## config.mk

```make
export PLATFORM = sky130hd
export DESIGN_NAME = ltc_timer
export DESIGN_NICKNAME = d
export VERILOG_FILES = /design/src/hw/ltc_pkg.sv /design/src/hw/ltc_capture_unit.sv /design/src/hw/ltc_timer.sv
export SDC_FILE = /design/constraint.sdc
export NUM_CORES = 1
export LEC_CHECK = 0
export ABC_AREA = 1
export BUFFER_PORTS_ARGS = -buffer_cell sky130_fd_sc_hd__clkbuf_2
export CAP_MARGIN = 0
export CORE_AREA = 2 2 83 85
export CTS_CLUSTER_DIAMETER = 100
export DETAILED_ROUTE_END_ITERATION = 10
export DIE_AREA = 0 0 85 87
export PLACE_DENSITY_LB_ADDON = 0.2
export REMOVE_ABC_BUFFERS = 1
export SLEW_MARGIN = 25
export SYNTH_ARGS = -nofsm -noshare
export SYNTH_HDL_FRONTEND = slang
export SYNTH_SLANG_ARGS = --single-unit
```

## constraint.sdc

```tcl
create_clock -name clock -period 2.48 [get_ports clock]
set_clock_uncertainty 0.2 [all_clocks]
set_input_delay 0.248 -clock clock [delete_from_list [all_inputs] [get_ports clock]]
set_output_delay 0.248 -clock clock [all_outputs]
set_load 0.02 [all_outputs]
```

## src/hw/ltc_pkg.sv

```systemverilog
// constants, field layout and bus carriers for the lite timebase timer
package ltc_pkg;

  // ---------------------------------------------------------------
  // bus widths
  // ---------------------------------------------------------------
  localparam int LTC_DATA_W = 32;
  localparam int LTC_ADDR_W = 8;

  // ---------------------------------------------------------------
  // register indices as printed; byte address is four times the index
  // ---------------------------------------------------------------
  localparam logic [7:0] LTC_IDX_TB2_CS = 8'h0c;
  localparam logic [7:0] LTC_IDX_RELOAD = 8'h0d;
  localparam logic [7:0] LTC_IDX_CNT2 = 8'h0e;
  localparam logic [7:0] LTC_IDX_TB1_CS = 8'h0f;
  localparam logic [7:0] LTC_IDX_CAPT = 8'h10;
  localparam logic [7:0] LTC_ADR_TB2_CS = 8'(LTC_IDX_TB2_CS * 4);
  localparam logic [7:0] LTC_ADR_RELOAD = 8'(LTC_IDX_RELOAD * 4);
  localparam logic [7:0] LTC_ADR_CNT2 = 8'(LTC_IDX_CNT2 * 4);
  localparam logic [7:0] LTC_ADR_TB1_CS = 8'(LTC_IDX_TB1_CS * 4);
  localparam logic [7:0] LTC_ADR_CAPT = 8'(LTC_IDX_CAPT * 4);

  // ---------------------------------------------------------------
  // field positions
  // ---------------------------------------------------------------
  localparam int LTC_TB2_IE_BIT = 1;
  localparam int LTC_TB2_FLAG_BIT = 0;
  localparam int LTC_CAP_IE_BIT = 7;
  localparam int LTC_CAP_FLAG_BIT = 6;
  localparam int LTC_PSEL_BIT = 5;
  localparam int LTC_TB1_IE_BIT = 4;
  localparam int LTC_TB1_FLAG_BIT = 3;
  // index into the snapshot of flags that a read may clear
  localparam int LTC_SEEN_TB2 = 0;
  localparam int LTC_SEEN_TB1 = 1;
  localparam int LTC_SEEN_CAP = 2;

  // ---------------------------------------------------------------
  // reset values
  // ---------------------------------------------------------------
  localparam logic [7:0] LTC_RST_BYTE = 8'h00;
  localparam logic LTC_RST_BIT = 1'b0;

  // ---------------------------------------------------------------
  // timing: the clock is the oscillator, counters tick at osc / 32
  // ---------------------------------------------------------------
  localparam int LTC_OSC_DIV = 32;
  localparam int LTC_PRESC_W = 5;
  localparam logic [4:0] LTC_PRESC_LAST = 5'(LTC_OSC_DIV - 1);
  localparam int LTC_TB1_SHORT_OSC = 8000;
  localparam int LTC_TB1_LONG_OSC = 16000;
  localparam logic [7:0] LTC_CNT1_LAST =
    8'(LTC_TB1_SHORT_OSC / LTC_OSC_DIV - 1);
  localparam logic [7:0] LTC_CNT2_LAST = 8'hff;

  // ---------------------------------------------------------------
  // apb carriers
  // ---------------------------------------------------------------
  typedef struct packed {
    logic psel;
    logic penable;
    logic pwrite;
    logic [LTC_ADDR_W-1:0] paddr;
    logic [LTC_DATA_W-1:0] pwdata;
  } ltc_apb_req_s;

  typedef struct packed {
    logic pready;
    logic pslverr;
    logic [LTC_DATA_W-1:0] prdata;
  } ltc_apb_rsp_s;

endpackage

```

## src/hw/ltc_capture_unit.sv

```systemverilog
// input capture: pin synchroniser, edge detect, capture value and flag
`timescale 1ns/1ps
`default_nettype none
module ltc_capture_unit
  import ltc_pkg::*;
(
  input wire logic clock,
  input wire logic nrst,
  input wire logic capture_input_pin,
  input wire logic [7:0] count_in,
  input wire logic clear_read,
  output logic [7:0] captured_field,
  output logic capture_flag
);

  logic sync1_ff;
  logic sync2_ff;
  logic prev_ff;
  logic pin_edge;
  logic accept;
  logic [7:0] value_ff;
  logic flag_ff;

  // two flops before any logic, third holds last level for edge detect
  always_ff @(posedge clock or negedge nrst)
  begin
    if (!nrst)
    begin
      sync1_ff <= LTC_RST_BIT;
      sync2_ff <= LTC_RST_BIT;
      prev_ff <= LTC_RST_BIT;
    end
    else
    begin
      sync1_ff <= capture_input_pin;
      sync2_ff <= sync1_ff;
      prev_ff <= sync2_ff;
    end
  end

  // either edge; a capture pending blocks new ones unless read away now
  assign pin_edge = sync2_ff ^ prev_ff;
  assign accept = pin_edge & (~flag_ff | clear_read);

  // captured value, cleared on reset
  always_ff @(posedge clock or negedge nrst)
  begin
    if (!nrst)
      value_ff <= LTC_RST_BYTE;
    else if (accept)
      value_ff <= count_in;
  end

  // flag: capture sets, read clears, set wins over clear
  always_ff @(posedge clock or negedge nrst)
  begin
    if (!nrst)
      flag_ff <= LTC_RST_BIT;
    else
      flag_ff <= accept | (flag_ff & ~clear_read);
  end

  assign captured_field = value_ff;
  assign capture_flag = flag_ff;

  capture_latch_a: assert property (
    @(posedge clock) disable iff (!nrst)
    (pin_edge && !flag_ff) |=> (value_ff == $past(count_in)) && flag_ff)
    else $error("capture did not latch counter 1");

  capture_hold_a: assert property (
    @(posedge clock) disable iff (!nrst)
    (flag_ff && !clear_read) |=> $stable(value_ff) && flag_ff)
    else $error("capture value changed while pending");

  // an edge is seen only where the pin itself moved three edges back
  single_edge_a: assert property (
    @(posedge clock) disable iff (!nrst)
    (pin_edge && $past(nrst, 3)) |->
      $past(capture_input_pin, 2) != $past(capture_input_pin, 3))
    else $error("edge seen without a pin change");

endmodule
`default_nettype wire

```

## src/hw/ltc_timer.sv

```systemverilog
// lite timer: fixed timebase, auto-reload timebase and input capture
`timescale 1ns/1ps
`default_nettype none
module ltc_timer
(
  input wire logic clock,
  input wire logic nrst,
  input wire ltc_pkg::ltc_apb_req_s apb_req,
  output ltc_pkg::ltc_apb_rsp_s apb_rsp,
  input wire logic capture_input_pin,
  input wire logic halt_mode,
  output logic irq_period1,
  output logic irq_period2,
  output logic irq_capture
);
  import ltc_pkg::*;

  // ---------------------------------------------------------------
  // declarations
  // ---------------------------------------------------------------
  logic [LTC_PRESC_W-1:0] presc_ff;
  logic tick;
  logic [7:0] cnt1_ff;
  logic roll1;
  logic half_ff;
  logic tb1_event;
  logic [7:0] cnt2_ff;
  logic tb2_event;
  logic [7:0] reload_ff;
  logic period1_overflow_flag_ff;
  logic period2_overflow_flag_ff;
  logic period1_irq_enable_ff;
  logic period2_irq_enable_ff;
  logic capture_irq_enable_ff;
  logic period_select_ff;
  logic [7:0] captured_field;
  logic capture_flag;
  logic access;
  logic done;
  logic rd_done;
  logic wr_done;
  logic [2:0] seen_ff;
  logic [2:0] nxt_seen;
  logic clr_tb1;
  logic clr_tb2;
  logic clr_cap;
  logic [7:0] rd_byte;
  logic rd_hit;
  ltc_apb_rsp_s rsp_ff;
  logic irq_p1_ff;
  logic irq_p2_ff;
  logic irq_cap_ff;

  // ---------------------------------------------------------------
  // prescaler and counters
  // ---------------------------------------------------------------

  // osc / 32 tick; halt freezes the whole chain so no period is cut short
  always_ff @(posedge clock or negedge nrst)
  begin
    if (!nrst)
      presc_ff <= '0;
    else if (!halt_mode)
      presc_ff <= (presc_ff == LTC_PRESC_LAST) ? '0 : presc_ff + 1'b1;
  end

  assign tick = !halt_mode && (presc_ff == LTC_PRESC_LAST);

  // counter 1 runs 0 .. f9 and is invisible to software
  assign roll1 = tick && (cnt1_ff == LTC_CNT1_LAST);

  always_ff @(posedge clock or negedge nrst)
  begin
    if (!nrst)
      cnt1_ff <= LTC_RST_BYTE;
    else if (roll1)
      cnt1_ff <= LTC_RST_BYTE;
    else if (tick)
      cnt1_ff <= cnt1_ff + 8'h01;
  end

  // long period counts every second roll; cleared in short mode so a
  // switch to long flags on the second roll after it, not the first
  always_ff @(posedge clock or negedge nrst)
  begin
    if (!nrst)
      half_ff <= LTC_RST_BIT;
    else if (roll1)
      half_ff <= period_select_ff ? ~half_ff : LTC_RST_BIT;
  end

  assign tb1_event = roll1 && (!period_select_ff || half_ff);

  // counter 2 reloads from the reload register on the roll from ff
  assign tb2_event = tick && (cnt2_ff == LTC_CNT2_LAST);

  always_ff @(posedge clock or negedge nrst)
  begin
    if (!nrst)
      cnt2_ff <= LTC_RST_BYTE;
    else if (tb2_event)
      cnt2_ff <= reload_ff;
    else if (tick)
      cnt2_ff <= cnt2_ff + 8'h01;
  end

  // ---------------------------------------------------------------
  // input capture
  // ---------------------------------------------------------------
  ltc_capture_unit u_capture
  (
    .clock(clock),
    .nrst(nrst),
    .capture_input_pin(capture_input_pin),
    .count_in(cnt1_ff),
    .clear_read(clr_cap),
    .captured_field(captured_field),
    .capture_flag(capture_flag)
  );

  // ---------------------------------------------------------------
  // apb slave: one wait state so read data come from a flop
  // ---------------------------------------------------------------
  assign access = apb_req.psel && apb_req.penable;
  assign done = access && rsp_ff.pready;
  assign rd_done = done && !apb_req.pwrite;
  assign wr_done = done && apb_req.pwrite;

  // read mux and decode; misaligned or unknown addresses are errors
  always_comb
  begin
    rd_byte = LTC_RST_BYTE;
    rd_hit = 1'b1;
    nxt_seen = 3'b000;
    if (apb_req.paddr == LTC_ADR_TB2_CS)
    begin
      rd_byte[LTC_TB2_IE_BIT] = period2_irq_enable_ff;
      rd_byte[LTC_TB2_FLAG_BIT] = period2_overflow_flag_ff;
      nxt_seen[LTC_SEEN_TB2] = period2_overflow_flag_ff;
    end
    else if (apb_req.paddr == LTC_ADR_RELOAD)
      rd_byte = reload_ff;
    else if (apb_req.paddr == LTC_ADR_CNT2)
      rd_byte = cnt2_ff;
    else if (apb_req.paddr == LTC_ADR_TB1_CS)
    begin
      rd_byte[LTC_CAP_IE_BIT] = capture_irq_enable_ff;
      rd_byte[LTC_CAP_FLAG_BIT] = capture_flag;
      rd_byte[LTC_PSEL_BIT] = period_select_ff;
      rd_byte[LTC_TB1_IE_BIT] = period1_irq_enable_ff;
      rd_byte[LTC_TB1_FLAG_BIT] = period1_overflow_flag_ff;
      nxt_seen[LTC_SEEN_TB1] = period1_overflow_flag_ff;
    end
    else if (apb_req.paddr == LTC_ADR_CAPT)
    begin
      rd_byte = captured_field;
      nxt_seen[LTC_SEEN_CAP] = capture_flag;
    end
    else
      rd_hit = 1'b0;
    if (apb_req.pwrite)
      nxt_seen = 3'b000;
  end

  // answer registered in the first access cycle, held one cycle
  always_ff @(posedge clock or negedge nrst)
  begin
    if (!nrst)
    begin
      rsp_ff <= '0;
      seen_ff <= 3'b000;
    end
    else if (access && !rsp_ff.pready)
    begin
      rsp_ff.pready <= 1'b1;
      rsp_ff.pslverr <= !rd_hit;
      rsp_ff.prdata <= apb_req.pwrite ? '0 : {24'h000000, rd_byte};
      seen_ff <= nxt_seen;
    end
    else
    begin
      rsp_ff <= '0;
      seen_ff <= 3'b000;
    end
  end

  // only a flag that the read returned as set is cleared by it, so an
  // event between sampling and completion is never lost
  assign clr_tb2 = rd_done && seen_ff[LTC_SEEN_TB2];
  assign clr_tb1 = rd_done && seen_ff[LTC_SEEN_TB1];
  assign clr_cap = rd_done && seen_ff[LTC_SEEN_CAP];

  // ---------------------------------------------------------------
  // software written control; flags and counter ignore writes
  // ---------------------------------------------------------------
  always_ff @(posedge clock or negedge nrst)
  begin
    if (!nrst)
    begin
      reload_ff <= LTC_RST_BYTE;
      period2_irq_enable_ff <= LTC_RST_BIT;
      capture_irq_enable_ff <= LTC_RST_BIT;
      period_select_ff <= LTC_RST_BIT;
      period1_irq_enable_ff <= LTC_RST_BIT;
    end
    else if (wr_done && !rsp_ff.pslverr)
    begin
      if (apb_req.paddr == LTC_ADR_TB2_CS)
        period2_irq_enable_ff <= apb_req.pwdata[LTC_TB2_IE_BIT];
      else if (apb_req.paddr == LTC_ADR_RELOAD)
        reload_ff <= apb_req.pwdata[7:0];
      else if (apb_req.paddr == LTC_ADR_TB1_CS)
      begin
        capture_irq_enable_ff <= apb_req.pwdata[LTC_CAP_IE_BIT];
        period_select_ff <= apb_req.pwdata[LTC_PSEL_BIT];
        period1_irq_enable_ff <= apb_req.pwdata[LTC_TB1_IE_BIT];
      end
    end
  end

  // event flags: set wins over a clearing read in the same cycle
  always_ff @(posedge clock or negedge nrst)
  begin
    if (!nrst)
    begin
      period1_overflow_flag_ff <= LTC_RST_BIT;
      period2_overflow_flag_ff <= LTC_RST_BIT;
    end
    else
    begin
      period1_overflow_flag_ff <= tb1_event
        | (period1_overflow_flag_ff & ~clr_tb1);
      period2_overflow_flag_ff <= tb2_event
        | (period2_overflow_flag_ff & ~clr_tb2);
    end
  end

  // ---------------------------------------------------------------
  // interrupt requests, one per vector, gated by their enables
  // ---------------------------------------------------------------
  always_ff @(posedge clock or negedge nrst)
  begin
    if (!nrst)
    begin
      irq_p1_ff <= LTC_RST_BIT;
      irq_p2_ff <= LTC_RST_BIT;
      irq_cap_ff <= LTC_RST_BIT;
    end
    else
    begin
      irq_p1_ff <= period1_overflow_flag_ff & period1_irq_enable_ff;
      irq_p2_ff <= period2_overflow_flag_ff & period2_irq_enable_ff;
      irq_cap_ff <= capture_flag & capture_irq_enable_ff;
    end
  end

  assign irq_period1 = irq_p1_ff;
  assign irq_period2 = irq_p2_ff;
  assign irq_capture = irq_cap_ff;
  assign apb_rsp = rsp_ff;

  // ---------------------------------------------------------------
  // checks
  // ---------------------------------------------------------------
  irq1_gate_a: assert property (
    @(posedge clock) disable iff (!nrst)
    !$past(period1_irq_enable_ff) |-> !irq_period1)
    else $error("timebase 1 request without enable");

  irq2_follow_a: assert property (
    @(posedge clock) disable iff (!nrst)
    (period2_overflow_flag_ff && period2_irq_enable_ff) |=> irq_period2)
    else $error("timebase 2 request missing");

  reserved_zero_a: assert property (
    @(posedge clock) disable iff (!nrst)
    (rd_done && apb_req.paddr == LTC_ADR_TB2_CS) |->
      rsp_ff.prdata[7:2] == 6'h00)
    else $error("reserved bits read non-zero");

  tb2_flag_set_a: assert property (
    @(posedge clock) disable iff (!nrst)
    tb2_event |=> period2_overflow_flag_ff ##1
      (period2_overflow_flag_ff || $past(clr_tb2)))
    else $error("timebase 2 flag not set on overflow");

  flag_write_a: assert property (
    @(posedge clock) disable iff (!nrst)
    (wr_done && !period2_overflow_flag_ff && !tb2_event) |=>
      !period2_overflow_flag_ff)
    else $error("write changed timebase 2 flag");

  reload_load_a: assert property (
    @(posedge clock) disable iff (!nrst)
    tb2_event |=> cnt2_ff == $past(reload_ff))
    else $error("counter 2 did not reload");

  cnt2_readonly_a: assert property (
    @(posedge clock) disable iff (!nrst)
    (wr_done && !tick) |=> $stable(cnt2_ff))
    else $error("write altered counter 2");

  // halt freezes the chain, so an attempt that meets halt is dropped
  cnt1_roll_a: assert property (
    @(posedge clock) disable iff (!nrst || halt_mode)
    roll1 |=> cnt1_ff == 8'h00 ##[31:31] cnt1_ff == 8'h00 ##1
      cnt1_ff == 8'h01)
    else $error("counter 1 roll or rate wrong");

  tb1_clear_a: assert property (
    @(posedge clock) disable iff (!nrst)
    (clr_tb1 && !tb1_event) |=> !period1_overflow_flag_ff)
    else $error("timebase 1 flag not cleared by read");

  halt_freeze_a: assert property (
    @(posedge clock) disable iff (!nrst)
    halt_mode |=> $stable(cnt1_ff) && $stable(cnt2_ff))
    else $error("counters moved in halt");

endmodule
`default_nettype wire

```

* Word-level counts from Yosys, hierarchy flattened
Cells that the tools add are included.
** Word-level totals
- Word-level logic and storage cells :: 107
- Output and inout port bits :: 37
- Register bits :: 88
** Cells by class
- Bitwise operators :: 19
- Reductions and logical operators :: 25
- Add/subtract/negate cells :: 3
- Equality and inequality tests :: 8
- Multiplexer cells :: 29
** Operators with widths (count)
- $mux W8 :: 8
- $mux W34 :: 1
- $eq A8 B6 Y1 const B :: 4
- $add A8 B1 Y8 const B :: 2
- $eq A8 B8 Y1 const B :: 2
- $logic_and A1 B1 Y1 :: 13
- $mux W1 :: 10
- $mux W5 :: 2
- $mux W3 :: 3
- $eq A8 B7 Y1 const B :: 1
- $mux W2 :: 4
- $and A1 B1 Y1 :: 7
- $not A1 Y1 :: 7
- $logic_not A1 Y1 :: 6
- $mux W6 :: 1
- $add A5 B1 Y5 const B :: 1
- $eq A5 B5 Y1 const B :: 1
- $or A1 B1 Y1 :: 4
- $reduce_and A4 Y1 :: 1
- $reduce_bool A2 Y1 :: 2
- $reduce_and A3 Y1 :: 1
- $reduce_and A2 Y1 :: 1
- $logic_or A1 B1 Y1 :: 1
- $xor A1 B1 Y1 :: 1

* Logic depth before layout (Yosys ltp)
Gate-level depths: netlist of run 1.
- Depth in word-level cells :: 8
- Mapped depth :: 12
- Mapped depth without buffers :: 12

* By module
From an unflattened synthesis of run 1, not the netlist that was laid out.
** Unflattened totals
- Cells, all modules :: 423
- Area, all modules :: 3417.0 um^2
** Modules (own cells, without submodules)
- ltc_timer :: seq. area each 1301.2 um^2, instances 1, area each 2945.3 um^2, cells an instance 376
- ltc_capture_unit :: seq. area each 300.3 um^2, instances 1, area each 471.7 um^2, cells an instance 47

* Least setup slack after synthesis of run 1
Ideal clock, no wire load.
- Path kind :: register to register
- From :: register presc_ff[0]
- To :: register cnt1_ff[6]
- Data required time :: 2.163 ns
- Period minus slack after synthesis :: 1.941 ns
- Cell stages (with the launch flop) :: 12
- Slack :: 0.539 ns
- Setup time :: 0.117 ns
- Arrival time :: 1.624 ns
- Path through :: dfrtp_1 > ha_1 > inv_1 > nor3_1 > ha_1 > inv_2 > nor2_4 > nand3_1 > nor3_2 > nand2_1 > nor2_1 > nor2_1
** Between the ends
- Cells in the longest elaborated chain, start to end :: 4
- Elaborated cells between the ends (all ways) :: 5
- Classes of those cells :: eq/ne: 1; mux: 1; reduce/logical: 3
** Ends and longest elaborated chain
- start, declared :: RTL line ltc_timer.sv:21 : logic [LTC_PRESC_W-1:0] presc_ff;
- start signal, assigned :: RTL line ltc_timer.sv:64 : presc_ff <= (presc_ff == LTC_PRESC_LAST) ? '0 : presc_ff + 1'b1;
- $eq A5 B5 Y1 (*) :: RTL line ltc_timer.sv:67 : assign tick = !halt_mode && (presc_ff == LTC_PRESC_LAST);
- $logic_and A1 B1 Y1 (*) :: RTL line ltc_timer.sv:67
- $logic_and A1 B1 Y1 :: RTL line ltc_timer.sv:70 : assign roll1 = tick && (cnt1_ff == LTC_CNT1_LAST);
- $mux W8 / $reduce_bool A2 Y1 (equally long branches)
- end signal, assigned :: RTL line ltc_timer.sv:79 : cnt1_ff <= cnt1_ff + 8'h01;
- end, declared :: RTL line ltc_timer.sv:23 : logic [7:0] cnt1_ff;
Every way passes the cells marked *; elsewhere a longest branch is shown, timed or not.
A chain may end at the register's enable or synchronous reset.

* Worst setup path in the final report of run 1
- From :: register presc_ff[0]
- To :: register cnt2_ff[7]
** Between the ends
- Cells in the longest elaborated chain, start to end :: 4
- Elaborated cells between the ends (all ways) :: 5
- Classes of those cells :: eq/ne: 1; mux: 1; reduce/logical: 3
** Ends and longest elaborated chain
- $eq A5 B5 Y1 (*) :: RTL line ltc_timer.sv:67
- $logic_and A1 B1 Y1 (*) :: RTL line ltc_timer.sv:67
- $logic_and A1 B1 Y1 :: RTL line ltc_timer.sv:95 : assign tb2_event = tick && (cnt2_ff == LTC_CNT2_LAST);
- $mux W8 / $reduce_bool A2 Y1 (equally long branches)
- end signal, assigned :: RTL line ltc_timer.sv:102 : cnt2_ff <= reload_ff;
- end signal, assigned :: RTL line ltc_timer.sv:104 : cnt2_ff <= cnt2_ff + 8'h01;
- end, declared :: RTL line ltc_timer.sv:27 : logic [7:0] cnt2_ff;
Marks and branches as above.

==> results of run 1 <==
## synthesized netlist by cell type (all sizes together) (2+ instances only)
cell    instances
nand4           5
dfrtp          64
buf            29
nor4            2
and2            2
or2             3
nand3b          2
nor3           11
ha              5
o211ai          2
nor2           33
xor2            2
nand3          46
a21oi          13
o21ai          30
inv            52
clkbuf          2
nand2         106
## per-layer routing
metal | global-route usage | routed length [um] | share of wire
met1 | 0.258 | 3060 | 0.44
met2 | 0.349 | 3510 | 0.50
met3 | 0.0313 | 295 | 0.042
met4 | 0.0779 | 127 | 0.018
met5 | 0 | 0 | 0
## power by group
group / internal [W] / switching (W)
combinational: 0.000182 / 0.000318
sequential: 0.00117 / 0.000112
clock: 0.000594 / 0.000391
## through the flow
| stage | cell area [um2] | hold slack (ps) | std cells | worst slack, ps |
|---|---|---|---|---|
| 3_3_place_gp | 3550 | 94.9 | 524 | 397 |
| 6_report | 3870 | 4.50 | 551 | 262 |
| 2_1_floorplan | 3240 | -248 | 406 | 399 |
| 3_5_place_dp | 3550 | 94.5 | 524 | 284 |
| 5_1_grt | 3870 | 23.9 | 551 | 72.9 |
| 4_1_cts | 3870 | 9.54 | 551 | 276 |
## flip-flops by register name (all words and copies together) (netlist names), 3 cells and up
| signal | cells |
|---|---|
| apb_rsp | 10 |
| u_capture.captured_field | 8 |
| reload_ff | 8 |
| cnt1_ff | 8 |
| presc_ff | 5 |
| seen_ff | 3 |
| cnt2_ff | 8 |
## worst register-to-register path: cells and delay by family (launching register included)
family / cells / cell delay, ps
buffers and inverters: 1 / 60
flip-flops: 1 / 380
adder cells (fa/ha/maj): 2 / 480
AND/OR/NAND/NOR: 7 / 990
## kinds of logic (layout without fill, tap and decap cells)
group | after synthesis | count (layout) | synth area share
compound gates | 47 | 47 | 0.0766
xor+xnor | 3 | 3 | 0.00777
fa+ha+maj | 5 | 5 | 0.0185
buf+inv | 83 | 117 | 0.126
flops | 64 | 64 | 0.473
other cells | 1 | 24 | 0.00111
simple gates | 211 | 211 | 0.296
## layout make-up
class / instances / area (um2) / area share
Inverter: 52 / 195 / 0.0504
Multi-Input combinational cell: 290 / 1440 / 0.372
Clock buffer: 13 / 149 / 0.0385
Timing Repair Buffer: 49 / 320 / 0.0827
Tap cell: 80 / 100 / 0.0259
Sequential cell: 64 / 1600 / 0.414
Clock inverter: 3 / 65.1 / 0.0168
## worst paths after layout
| check | depth (start not counted) | slack [ps] | to |
|---|---|---|---|
| worst max-delay path | 10 | 260 | cnt2_ff[7]$_DFFE_PN0P_ |
| worst min-delay path | 3 | 4 | reload_ff[7]$_DFFE_PN0P_ |
| worst max register to register | 10 | 260 | cnt2_ff[7]$_DFFE_PN0P_ |
| worst min register to register | 0 | 150 | u_capture.sync2_ff$_DFF_PN0_ |
| max in group asynchronous | 3 | 1540 | half_ff$_DFFE_PN0N_ |
| min in group asynchronous | 3 | 230 | irq_period2$_DFF_PN0_ |
## what timing repair did
item / 4_1_cts / 5_1_grt
hold buffers: 11 / 0
endpoints found under the hold margin: 74 / 0
setup buffers: 0 / 0
gates resized for setup: 0 / 0
==> impl_metrics.env, run 1 <==
export IMPL_worst_r2r_startpoint="presc_ff[0]$_DFFE_PN0N_"
export IMPL_timing_critical_path_required_ps=2510
export IMPL_globalplace_congestion=0.889
export IMPL_antenna_violation_net_count_after_detailed_routing=0
export IMPL_layout_filler_cells=593
export IMPL_cts_inserted_buffers=9
export IMPL_grt_setup_unrepaired="no"
export IMPL_vias_per_cell=4.93
export IMPL_critical_path_arrival_ps=2250
export IMPL_synth_cell_types=39
export IMPL_setup_total_negative_slack_ps=0
export IMPL_synth_avg_cell_area_um2=8.17
export IMPL_setup_worst_path_class="reg2reg"
export IMPL_most_common_layout_cells="sky130_fd_sc_hd__nand2_1 (101), sky130_fd_sc_hd__dfrtp_1 (64), sky130_fd_sc_hd__inv_1 (46)"
export IMPL_grt_antenna_before_repair=0
export IMPL_clkSinkCount=64
export IMPL_synthArstFlopShare=1.00
export IMPL_final_hpwl_dp_mm=5.07
export IMPL_wl_per_cell_um=12.7
export IMPL_critPathLaunchType="flop"
export IMPL_drt_wl_total_mm=7.00
export IMPL_crit_chain="ha_1, inv_1, nor3_1, ha_1, nand2_4, nor2_4, nand3_4, or2_1, nand3_1, nand2_1"
export IMPL_detail_route_first_pass_iterations=4
export IMPL_ir_drop_v=0.000390
export IMPL_crit_fanout=9
export IMPL_total_power_w=0.00277
export IMPL_power_per_cell_area_nw_per_um2=714
export IMPL_placeable_area_um2=6570
export IMPL_dieArea_um2=7400
export IMPL_first_iter_violations=153
export IMPL_cp_top_family="simple AND/OR/NAND/NOR gates"
export IMPL_setup_viol_count_final=0
export IMPL_finish_utilization=0.589
export IMPL_layout_worst_path_cycle_share=0.894
export IMPL_ioPinCount=84
export IMPL_clockBufferDepth=2
export IMPL_cp_startpoint="presc_ff[0]$_DFFE_PN0N_"
export IMPL_cp_slowest_stage_delay_ps=380
export IMPL_n_antenna_cell=0
export IMPL_worst_setup_hold_path_clk_slew_ps=70
export IMPL_synthDominantCellAreaShare=0.473
export IMPL_yosys_area_top_type="sky130_fd_sc_hd__dfrtp_1"
export IMPL_critical_path_slowest_cell="sky130_fd_sc_hd__dfrtp_1"
export IMPL_hold_violations=0
export IMPL_post_route_drc_count=0
export IMPL_yosys_warnings=0
export IMPL_timing_critical_path_mode_cell="sky130_fd_sc_hd__ha_1"
export IMPL_grt_max_degree=65
export IMPL_endpoint_kind="flop"
export IMPL_timing_max_cap_violations=0
export IMPL_h_tree_depth=3
export IMPL_die_x_um=85
export IMPL_grt_ovfl_total=0
export IMPL_total_number_of_nets_in_the_final_design=518
export IMPL_post_synth_inst_count=414
export IMPL_drive_gt1_frac=0.174
export IMPL_insertion_delay_ps=340
export IMPL_status="finished, final reports clean"
export IMPL_gr_usage_all_layers=0.202
export IMPL_clockRootBuffer="sky130_fd_sc_hd__clkbuf_8"
export IMPL_hold_path_startpoint="apb_req[7]"
export IMPL_initial_core_util=0.515
export IMPL_yosysSeqAreaShare=0.473
export IMPL_number_of_enable_flip_flop_cells_after_synthesis=0
export IMPL_timing_final_max_slew_violations=0
export IMPL_mostFrequentLayoutCell="sky130_fd_sc_hd__nand2_1"
export IMPL_synth_seq_cells=64
export IMPL_period_minus_slack_ps=2220
export IMPL_area_delta_synth_final_pct=14.4
export IMPL_place_port_buffers=35
export IMPL_leakage_nw=2.04
export IMPL_dr_total_vias=2719
export IMPL_synth_top_cells_by_area="sky130_fd_sc_hd__dfrtp_1 (47%), sky130_fd_sc_hd__nand2_1 (11%), sky130_fd_sc_hd__nand3_1 (6.7%)"
export IMPL_synth_cell_area_um2=3380
export IMPL_cts_tree="yes"
export IMPL_worst_min_path_class="in2reg"
export IMPL_maxClockFrequency_ghz=0.451
export IMPL_first_global_vias=2614
export IMPL_dominant_synthesized_flop_cell="sky130_fd_sc_hd__dfrtp_1"
export IMPL_cp_num_buf_inv=1
export IMPL_wire_length_of_the_first_global_routing_pass_mm=11.8
export IMPL_num_rows=30
export IMPL_chipHeight_um=87
Note: power is estimated with default switching activity, not from simulation.
==> inputs of run 2 (changes only) <==
--- a/config.mk
+++ b/config.mk
@@ -12,7 +12,7 @@
 export CTS_CLUSTER_DIAMETER = 100
 export DETAILED_ROUTE_END_ITERATION = 10
 export DIE_AREA = 0 0 85 87
-export PLACE_DENSITY_LB_ADDON = 0.2
+export PLACE_DENSITY_LB_ADDON = 0.12
 export REMOVE_ABC_BUFFERS = 1
 export SLEW_MARGIN = 25
 export SYNTH_ARGS = -nofsm -noshare
==> impl_metrics.env, run 2 (same netlist as run 1, synthesis figures left out) <==
export IMPL_status="finished, final reports clean"
export IMPL_hold_path_cell_count=5
export IMPL_grt_max_degree=29
export IMPL_timing_critical_path_required_ps=2510
export IMPL_final_hpwl_dp_mm=5.15
export IMPL_layout_worst_path_cycle_share=0.859
export IMPL_layout_filler_cells=602
export IMPL_setup_total_negative_slack_ps=0
export IMPL_hold_path_startpoint="apb_req[41]"
export IMPL_setup_viol_count_final=0
export IMPL_place_detailed_instances=525
export IMPL_grt_antenna_before_repair=0
export IMPL_insertion_delay_ps=350
export IMPL_area_sequential_um2=1600
export IMPL_die_x_um=85
export IMPL_clockRootBuffer="sky130_fd_sc_hd__clkbuf_8"
export IMPL_max_slew_margin=0.650
export IMPL_leakage_nw=2.04
export IMPL_drt_wl_total_mm=7.02
export IMPL_first_iter_violations=142
export IMPL_timing_final_max_slew_violations=0
export IMPL_wl_per_cell_um=12.6
export IMPL_first_global_vias=2684
export IMPL_period_minus_slack_ps=2130
export IMPL_hold_violations=0
export IMPL_worst_pin_slew_ps=524
export IMPL_placeable_area_um2=6570
export IMPL_global_route_peak_usage_layer="met2"
export IMPL_detail_route_first_pass_iterations=4
export IMPL_mostFrequentLayoutCell="sky130_fd_sc_hd__nand2_1"
export IMPL_gr_usage_all_layers=0.215
export IMPL_final_cell_area_um2=3880
export IMPL_finalNonFillerCells=556
export IMPL_timing_max_cap_violations=0
export IMPL_critical_path_arrival_ps=2160
export IMPL_worst_min_path_class="in2reg"
export IMPL_grtUsageMet3=0.0540
export IMPL_maxClockFrequency_ghz=0.469
export IMPL_crit_fanout=9
export IMPL_worst_r2r_endpoint="cnt2_ff[2]$_DFFE_PN0P_"
export IMPL_area_delta_synth_final_pct=14.8
export IMPL_worst_r2r_path_depth=9
export IMPL_cts_inserted_buffers=9
export IMPL_num_rows=30
export IMPL_ioPinCount=84
export IMPL_critPathLaunchType="flop"
export IMPL_ir_drop_v=0.000374
export IMPL_cts_tree="yes"
export IMPL_initial_core_util=0.515
export IMPL_dieArea_um2=7400
export IMPL_drive_gt1_frac=0.181
export IMPL_clkSinkCount=64
export IMPL_setup_worst_path_class="reg2reg"
export IMPL_globalplace_congestion=0.842
export IMPL_chipHeight_um=87
export IMPL_post_dp_cell_area_um2=3540
export IMPL_clockBufferDepth=2
export IMPL_endpoint_kind="flop"
export IMPL_most_common_layout_cells="sky130_fd_sc_hd__nand2_1 (101), sky130_fd_sc_hd__dfrtp_1 (64), sky130_fd_sc_hd__inv_1 (46)"
export IMPL_grt_ovfl_total=0
export IMPL_post_cts_buffers=0
export IMPL_worst_setup_hold_path_clk_slew_ps=70
export IMPL_post_route_drc_count=0
export IMPL_timing_hold_worst_endpoint="apb_rsp[32]$_DFF_PN0_"
export IMPL_worst_r2r_startpoint="presc_ff[0]$_DFFE_PN0N_"
export IMPL_total_number_of_nets_in_the_final_design=523
export IMPL_n_antenna_cell=0
export IMPL_h_tree_depth=3
export IMPL_place_port_buffers=35
export IMPL_antenna_violation_net_count_after_detailed_routing=0
export IMPL_vias_per_cell=4.92
export IMPL_multiInputGateArea_um2=1440
export IMPL_power_per_cell_area_nw_per_um2=678
export IMPL_worst_setup_slack_for_register_to_register_paths_ps=350
export IMPL_wire_length_of_the_first_global_routing_pass_mm=12.3
export IMPL_globalRouteMet2Util=0.354
export IMPL_dr_total_vias=2733
export IMPL_groute_layer_met1_usage=0.262
export IMPL_largest_reg_flops=10
export IMPL_grt_setup_unrepaired="no"
-- run 2: cell types whose count changed in the layout (fill, tap and decap cells not counted) --
cell | before | now
sky130_fd_sc_hd__bufinv_16 | 2 | 0
sky130_fd_sc_hd__clkinvlp_4 | 0 | 3
sky130_fd_sc_hd__clkbuf_8 | 10 | 12
sky130_fd_sc_hd__buf_4 | 2 | 4
sky130_fd_sc_hd__dlygate4sd3_1 | 11 | 15
sky130_fd_sc_hd__buf_12 | 1 | 0
sky130_fd_sc_hd__clkbuf_1 | 3 | 0
-- run 2: area by class of cell --
type                            instances  area share
Sequential cell                        64       0.412
Multi-Input combinational cell        290       0.371
Timing Repair Buffer                   54      0.0915
Inverter                               52      0.0502
Clock buffer                           12      0.0425
Tap cell                               80      0.0258
Clock inverter                          4     0.00709
-- run 2: power by group --
group | switching (W) | internal (W)
clock network | 0.000410 | 0.000442
logic | 0.000316 | 0.000184
registers | 0.000114 | 0.00117
-- run 2: metrics by stage --
stage	util	hold WS, ps	total power [W]	setup WS [ps]
floorplan	-	-248	0.00163	399
global placement	0.539	-39.3	0.00176	373
detailed placement	0.539	-40.2	0.00178	354
CTS	0.591	29.1	0.00266	354
global route	0.591	79.7	0.00280	205
finish	0.591	45.6	0.00264	349
-- run 2: worst max-delay path by stage --
stage | from | end
after floorplan | presc_ff[0]$_DFFE_PN0N_ | cnt1_ff[6]$_DFFE_PN0P_
after global placement | presc_ff[0]$_DFFE_PN0N_ | cnt2_ff[2]$_DFFE_PN0P_
after detailed placement | presc_ff[0]$_DFFE_PN0N_ | cnt2_ff[2]$_DFFE_PN0P_
after CTS | presc_ff[0]$_DFFE_PN0N_ | cnt2_ff[2]$_DFFE_PN0P_
after global routing | presc_ff[0]$_DFFE_PN0N_ | cnt2_ff[2]$_DFFE_PN0P_
final | presc_ff[0]$_DFFE_PN0N_ | cnt2_ff[2]$_DFFE_PN0P_
-- run 2: what timing repair did --
| item | 4_1_cts | 5_1_grt |
|---|---|---|
| hold buffers | 15 | 0 |
| gates resized for setup | 0 | 0 |
| hold endpoints to repair | 51 | 0 |
-- run 2: critical path: stages, from the launching register on --
cell                      delay [ps]
sky130_fd_sc_hd__dfrtp_1         380
sky130_fd_sc_hd__ha_1            180
sky130_fd_sc_hd__inv_1            50
sky130_fd_sc_hd__nor3_1          150
sky130_fd_sc_hd__ha_1            270
sky130_fd_sc_hd__nand2_4         140
sky130_fd_sc_hd__nor2_4          140
sky130_fd_sc_hd__nand4_1         220
sky130_fd_sc_hd__o21ai_1         200
sky130_fd_sc_hd__o21ai_1          80
-- run 2: layer usage --
| metal | vias to the layer above | wire length, um |
|---|---|---|
| li1 | 1397 | - |
| met1 | 1251 | 3150 |
| met2 | 69 | 3430 |
| met3 | 16 | 279 |
| met4 | 0 | 160 |
| met5 | - | 0 |
==> inputs of run 3 (changes only) <==
--- a/config.mk
+++ b/config.mk
@@ -12,6 +12,7 @@
 export CTS_CLUSTER_DIAMETER = 100
 export DETAILED_ROUTE_END_ITERATION = 10
 export DIE_AREA = 0 0 85 87
+export HOLD_SLACK_MARGIN = 0.1
 export PLACE_DENSITY_LB_ADDON = 0.12
 export REMOVE_ABC_BUFFERS = 1
 export SLEW_MARGIN = 25
==> impl_metrics.env, run 3 (same netlist as run 1, synthesis figures left out) <==
export IMPL_period_minus_slack_ps=2110
export IMPL_first_global_vias=2693
export IMPL_insertion_delay_ps=340
export IMPL_cts_repair_resize_count=0
export IMPL_clockRootBuffer="sky130_fd_sc_hd__clkbuf_8"
export IMPL_setup_viol_count_final=0
export IMPL_total_number_of_nets_in_the_final_design=525
export IMPL_hold_violations=0
export IMPL_setup_total_negative_slack_ps=0
export IMPL_cts_inserted_buffers=9
export IMPL_worst_pin_slew_ps=510
export IMPL_drt_wl_total_mm=7.06
export IMPL_initial_core_util=0.515
export IMPL_vias_per_cell=4.89
export IMPL_max_slew_margin=0.659
export IMPL_timing_final_max_slew_violations=0
export IMPL_chipHeight_um=87
export IMPL_grt_max_degree=29
export IMPL_ir_drop_v=0.000372
export IMPL_setup_worst_path_class="reg2reg"
export IMPL_clkSinkCount=64
export IMPL_dieArea_um2=7400
export IMPL_wire_length_of_the_first_global_routing_pass_mm=12.4
export IMPL_worst_setup_hold_path_clk_slew_ps=70
export IMPL_timing_max_cap_violations=0
export IMPL_drive_gt1_frac=0.180
export IMPL_placeable_area_um2=6570
export IMPL_layout_worst_path_cycle_share=0.853
export IMPL_grt_antenna_before_repair=0
export IMPL_cts_tree="yes"
export IMPL_total_power_w=0.00263
export IMPL_gr_usage_all_layers=0.216
export IMPL_wl_per_cell_um=12.7
export IMPL_largest_reg_flops=10
export IMPL_maxClockFrequency_ghz=0.473
export IMPL_layout_setup_ws_ps=365
export IMPL_post_route_drc_count=0
export IMPL_endpoint_kind="flop"
export IMPL_n_antenna_cell=0
export IMPL_grt_setup_unrepaired="no"
export IMPL_timing_hold_ws_ps=145
export IMPL_crit_fanout=9
export IMPL_antenna_violation_net_count_after_detailed_routing=0
export IMPL_most_common_layout_cells="sky130_fd_sc_hd__nand2_1 (101), sky130_fd_sc_hd__dfrtp_1 (64), sky130_fd_sc_hd__inv_1 (46)"
export IMPL_die_x_um=85
export IMPL_mostFrequentLayoutCell="sky130_fd_sc_hd__nand2_1"
export IMPL_final_hpwl_dp_mm=5.15
export IMPL_grt_ovfl_total=0
export IMPL_num_rows=30
export IMPL_status="finished, final reports clean"
export IMPL_place_port_buffers=35
export IMPL_globalplace_congestion=0.842
export IMPL_leakage_nw=2.05
export IMPL_critPathLaunchType="flop"
export IMPL_h_tree_depth=3
export IMPL_clockBufferDepth=2
export IMPL_critical_path_arrival_ps=2140
export IMPL_timing_critical_path_required_ps=2510
export IMPL_detailedPlace_worstSlack_ps=354
export IMPL_ioPinCount=84
export IMPL_worst_min_path_class="in2async"
export IMPL_dr_total_vias=2731
export IMPL_detail_route_first_pass_iterations=4
export IMPL_power_per_cell_area_nw_per_um2=673
export IMPL_first_iter_violations=120
export IMPL_area_delta_synth_final_pct=15.4
==> run 3: changes by cell type in the layout (fill, tap and decap cells not counted) <==
cell	previous run	this run
sky130_fd_sc_hd__dlygate4sd3_1	15	17
==> run 3: critical path, stage by stage (launching register included) <==
cell and delay (ps):
sky130_fd_sc_hd__dfrtp_1 380, sky130_fd_sc_hd__ha_1 180, sky130_fd_sc_hd__inv_1 50, sky130_fd_sc_hd__nor3_1 150, sky130_fd_sc_hd__ha_1 270, sky130_fd_sc_hd__nand2_4 140
sky130_fd_sc_hd__nor2_4 140, sky130_fd_sc_hd__nand4_1 230, sky130_fd_sc_hd__o21ai_1 190, sky130_fd_sc_hd__o21ai_1 80
==> run 3: cell type report <==
type	count	area, um2
Fill cell	597	2660
Multi-Input combinational cell	290	1440
Clock inverter	4	27.5
Timing Repair Buffer	56	375
Inverter	52	195
Tap cell	80	100
Sequential cell	64	1600
Clock buffer	12	165
==> run 3: final timing paths <==
check                                              from                      endpoint  slack (ps)  depth (start not counted)
setup / recovery                presc_ff[0]$_DFFE_PN0N_        cnt2_ff[2]$_DFFE_PN0P_         370                          9
hold / removal                                     nrst  u_capture.sync1_ff$_DFF_PN0_         150                          2
setup reg to reg                presc_ff[0]$_DFFE_PN0N_        cnt2_ff[2]$_DFFE_PN0P_         370                          9
hold reg to reg            u_capture.sync1_ff$_DFF_PN0_  u_capture.sync2_ff$_DFF_PN0_         160                          0
max in group asynchronous                          nrst      reload_ff[4]$_DFFE_PN0P_        1270                          3
min in group clock         u_capture.sync1_ff$_DFF_PN0_  u_capture.sync2_ff$_DFF_PN0_         160                          0
==> run 3: timing repair <==
| action | in CTS | in global routing |
|---|---|---|
| setup endpoints to repair | 0 | 0 |
| buffers inserted | 0 | 0 |
| hold endpoints to repair | 84 | 0 |
| hold buffers | 17 | 0 |
==> run 3: per-stage QoR <==
step / std cells / utilization / instance area [um2]
3_5_place_dp: 525 / 0.539 / 3540
3_3_place_gp: 525 / 0.539 / 3540
5_1_grt: 558 / 0.594 / 3910
6_report: 558 / 0.594 / 3910
4_1_cts: 558 / 0.594 / 3910
2_1_floorplan: 406 / - / 3240
==> run 3: per-layer routing <==
metal / share of wire / global-route usage / vias up
met2: 0.50 / 0.357 / 57
li1: - / - / 1400
met4: 0.017 / 0.114 / 0
met1: 0.44 / 0.262 / 1263
met5: 0 / 0 / -
met3: 0.037 / 0.0540 / 11
==> run 3: power breakdown <==
part / leakage (nW) / total [W] / switching [W] / internal (W)
sequential: 0.833 / 0.00128 / 0.000114 / 0.00117
combinational: 1.12 / 0.000503 / 0.000317 / 0.000185
clock: 0.0906 / 0.000845 / 0.000402 / 0.000442
total: 2.05 / 0.00263 / 0.000833 / 0.00180
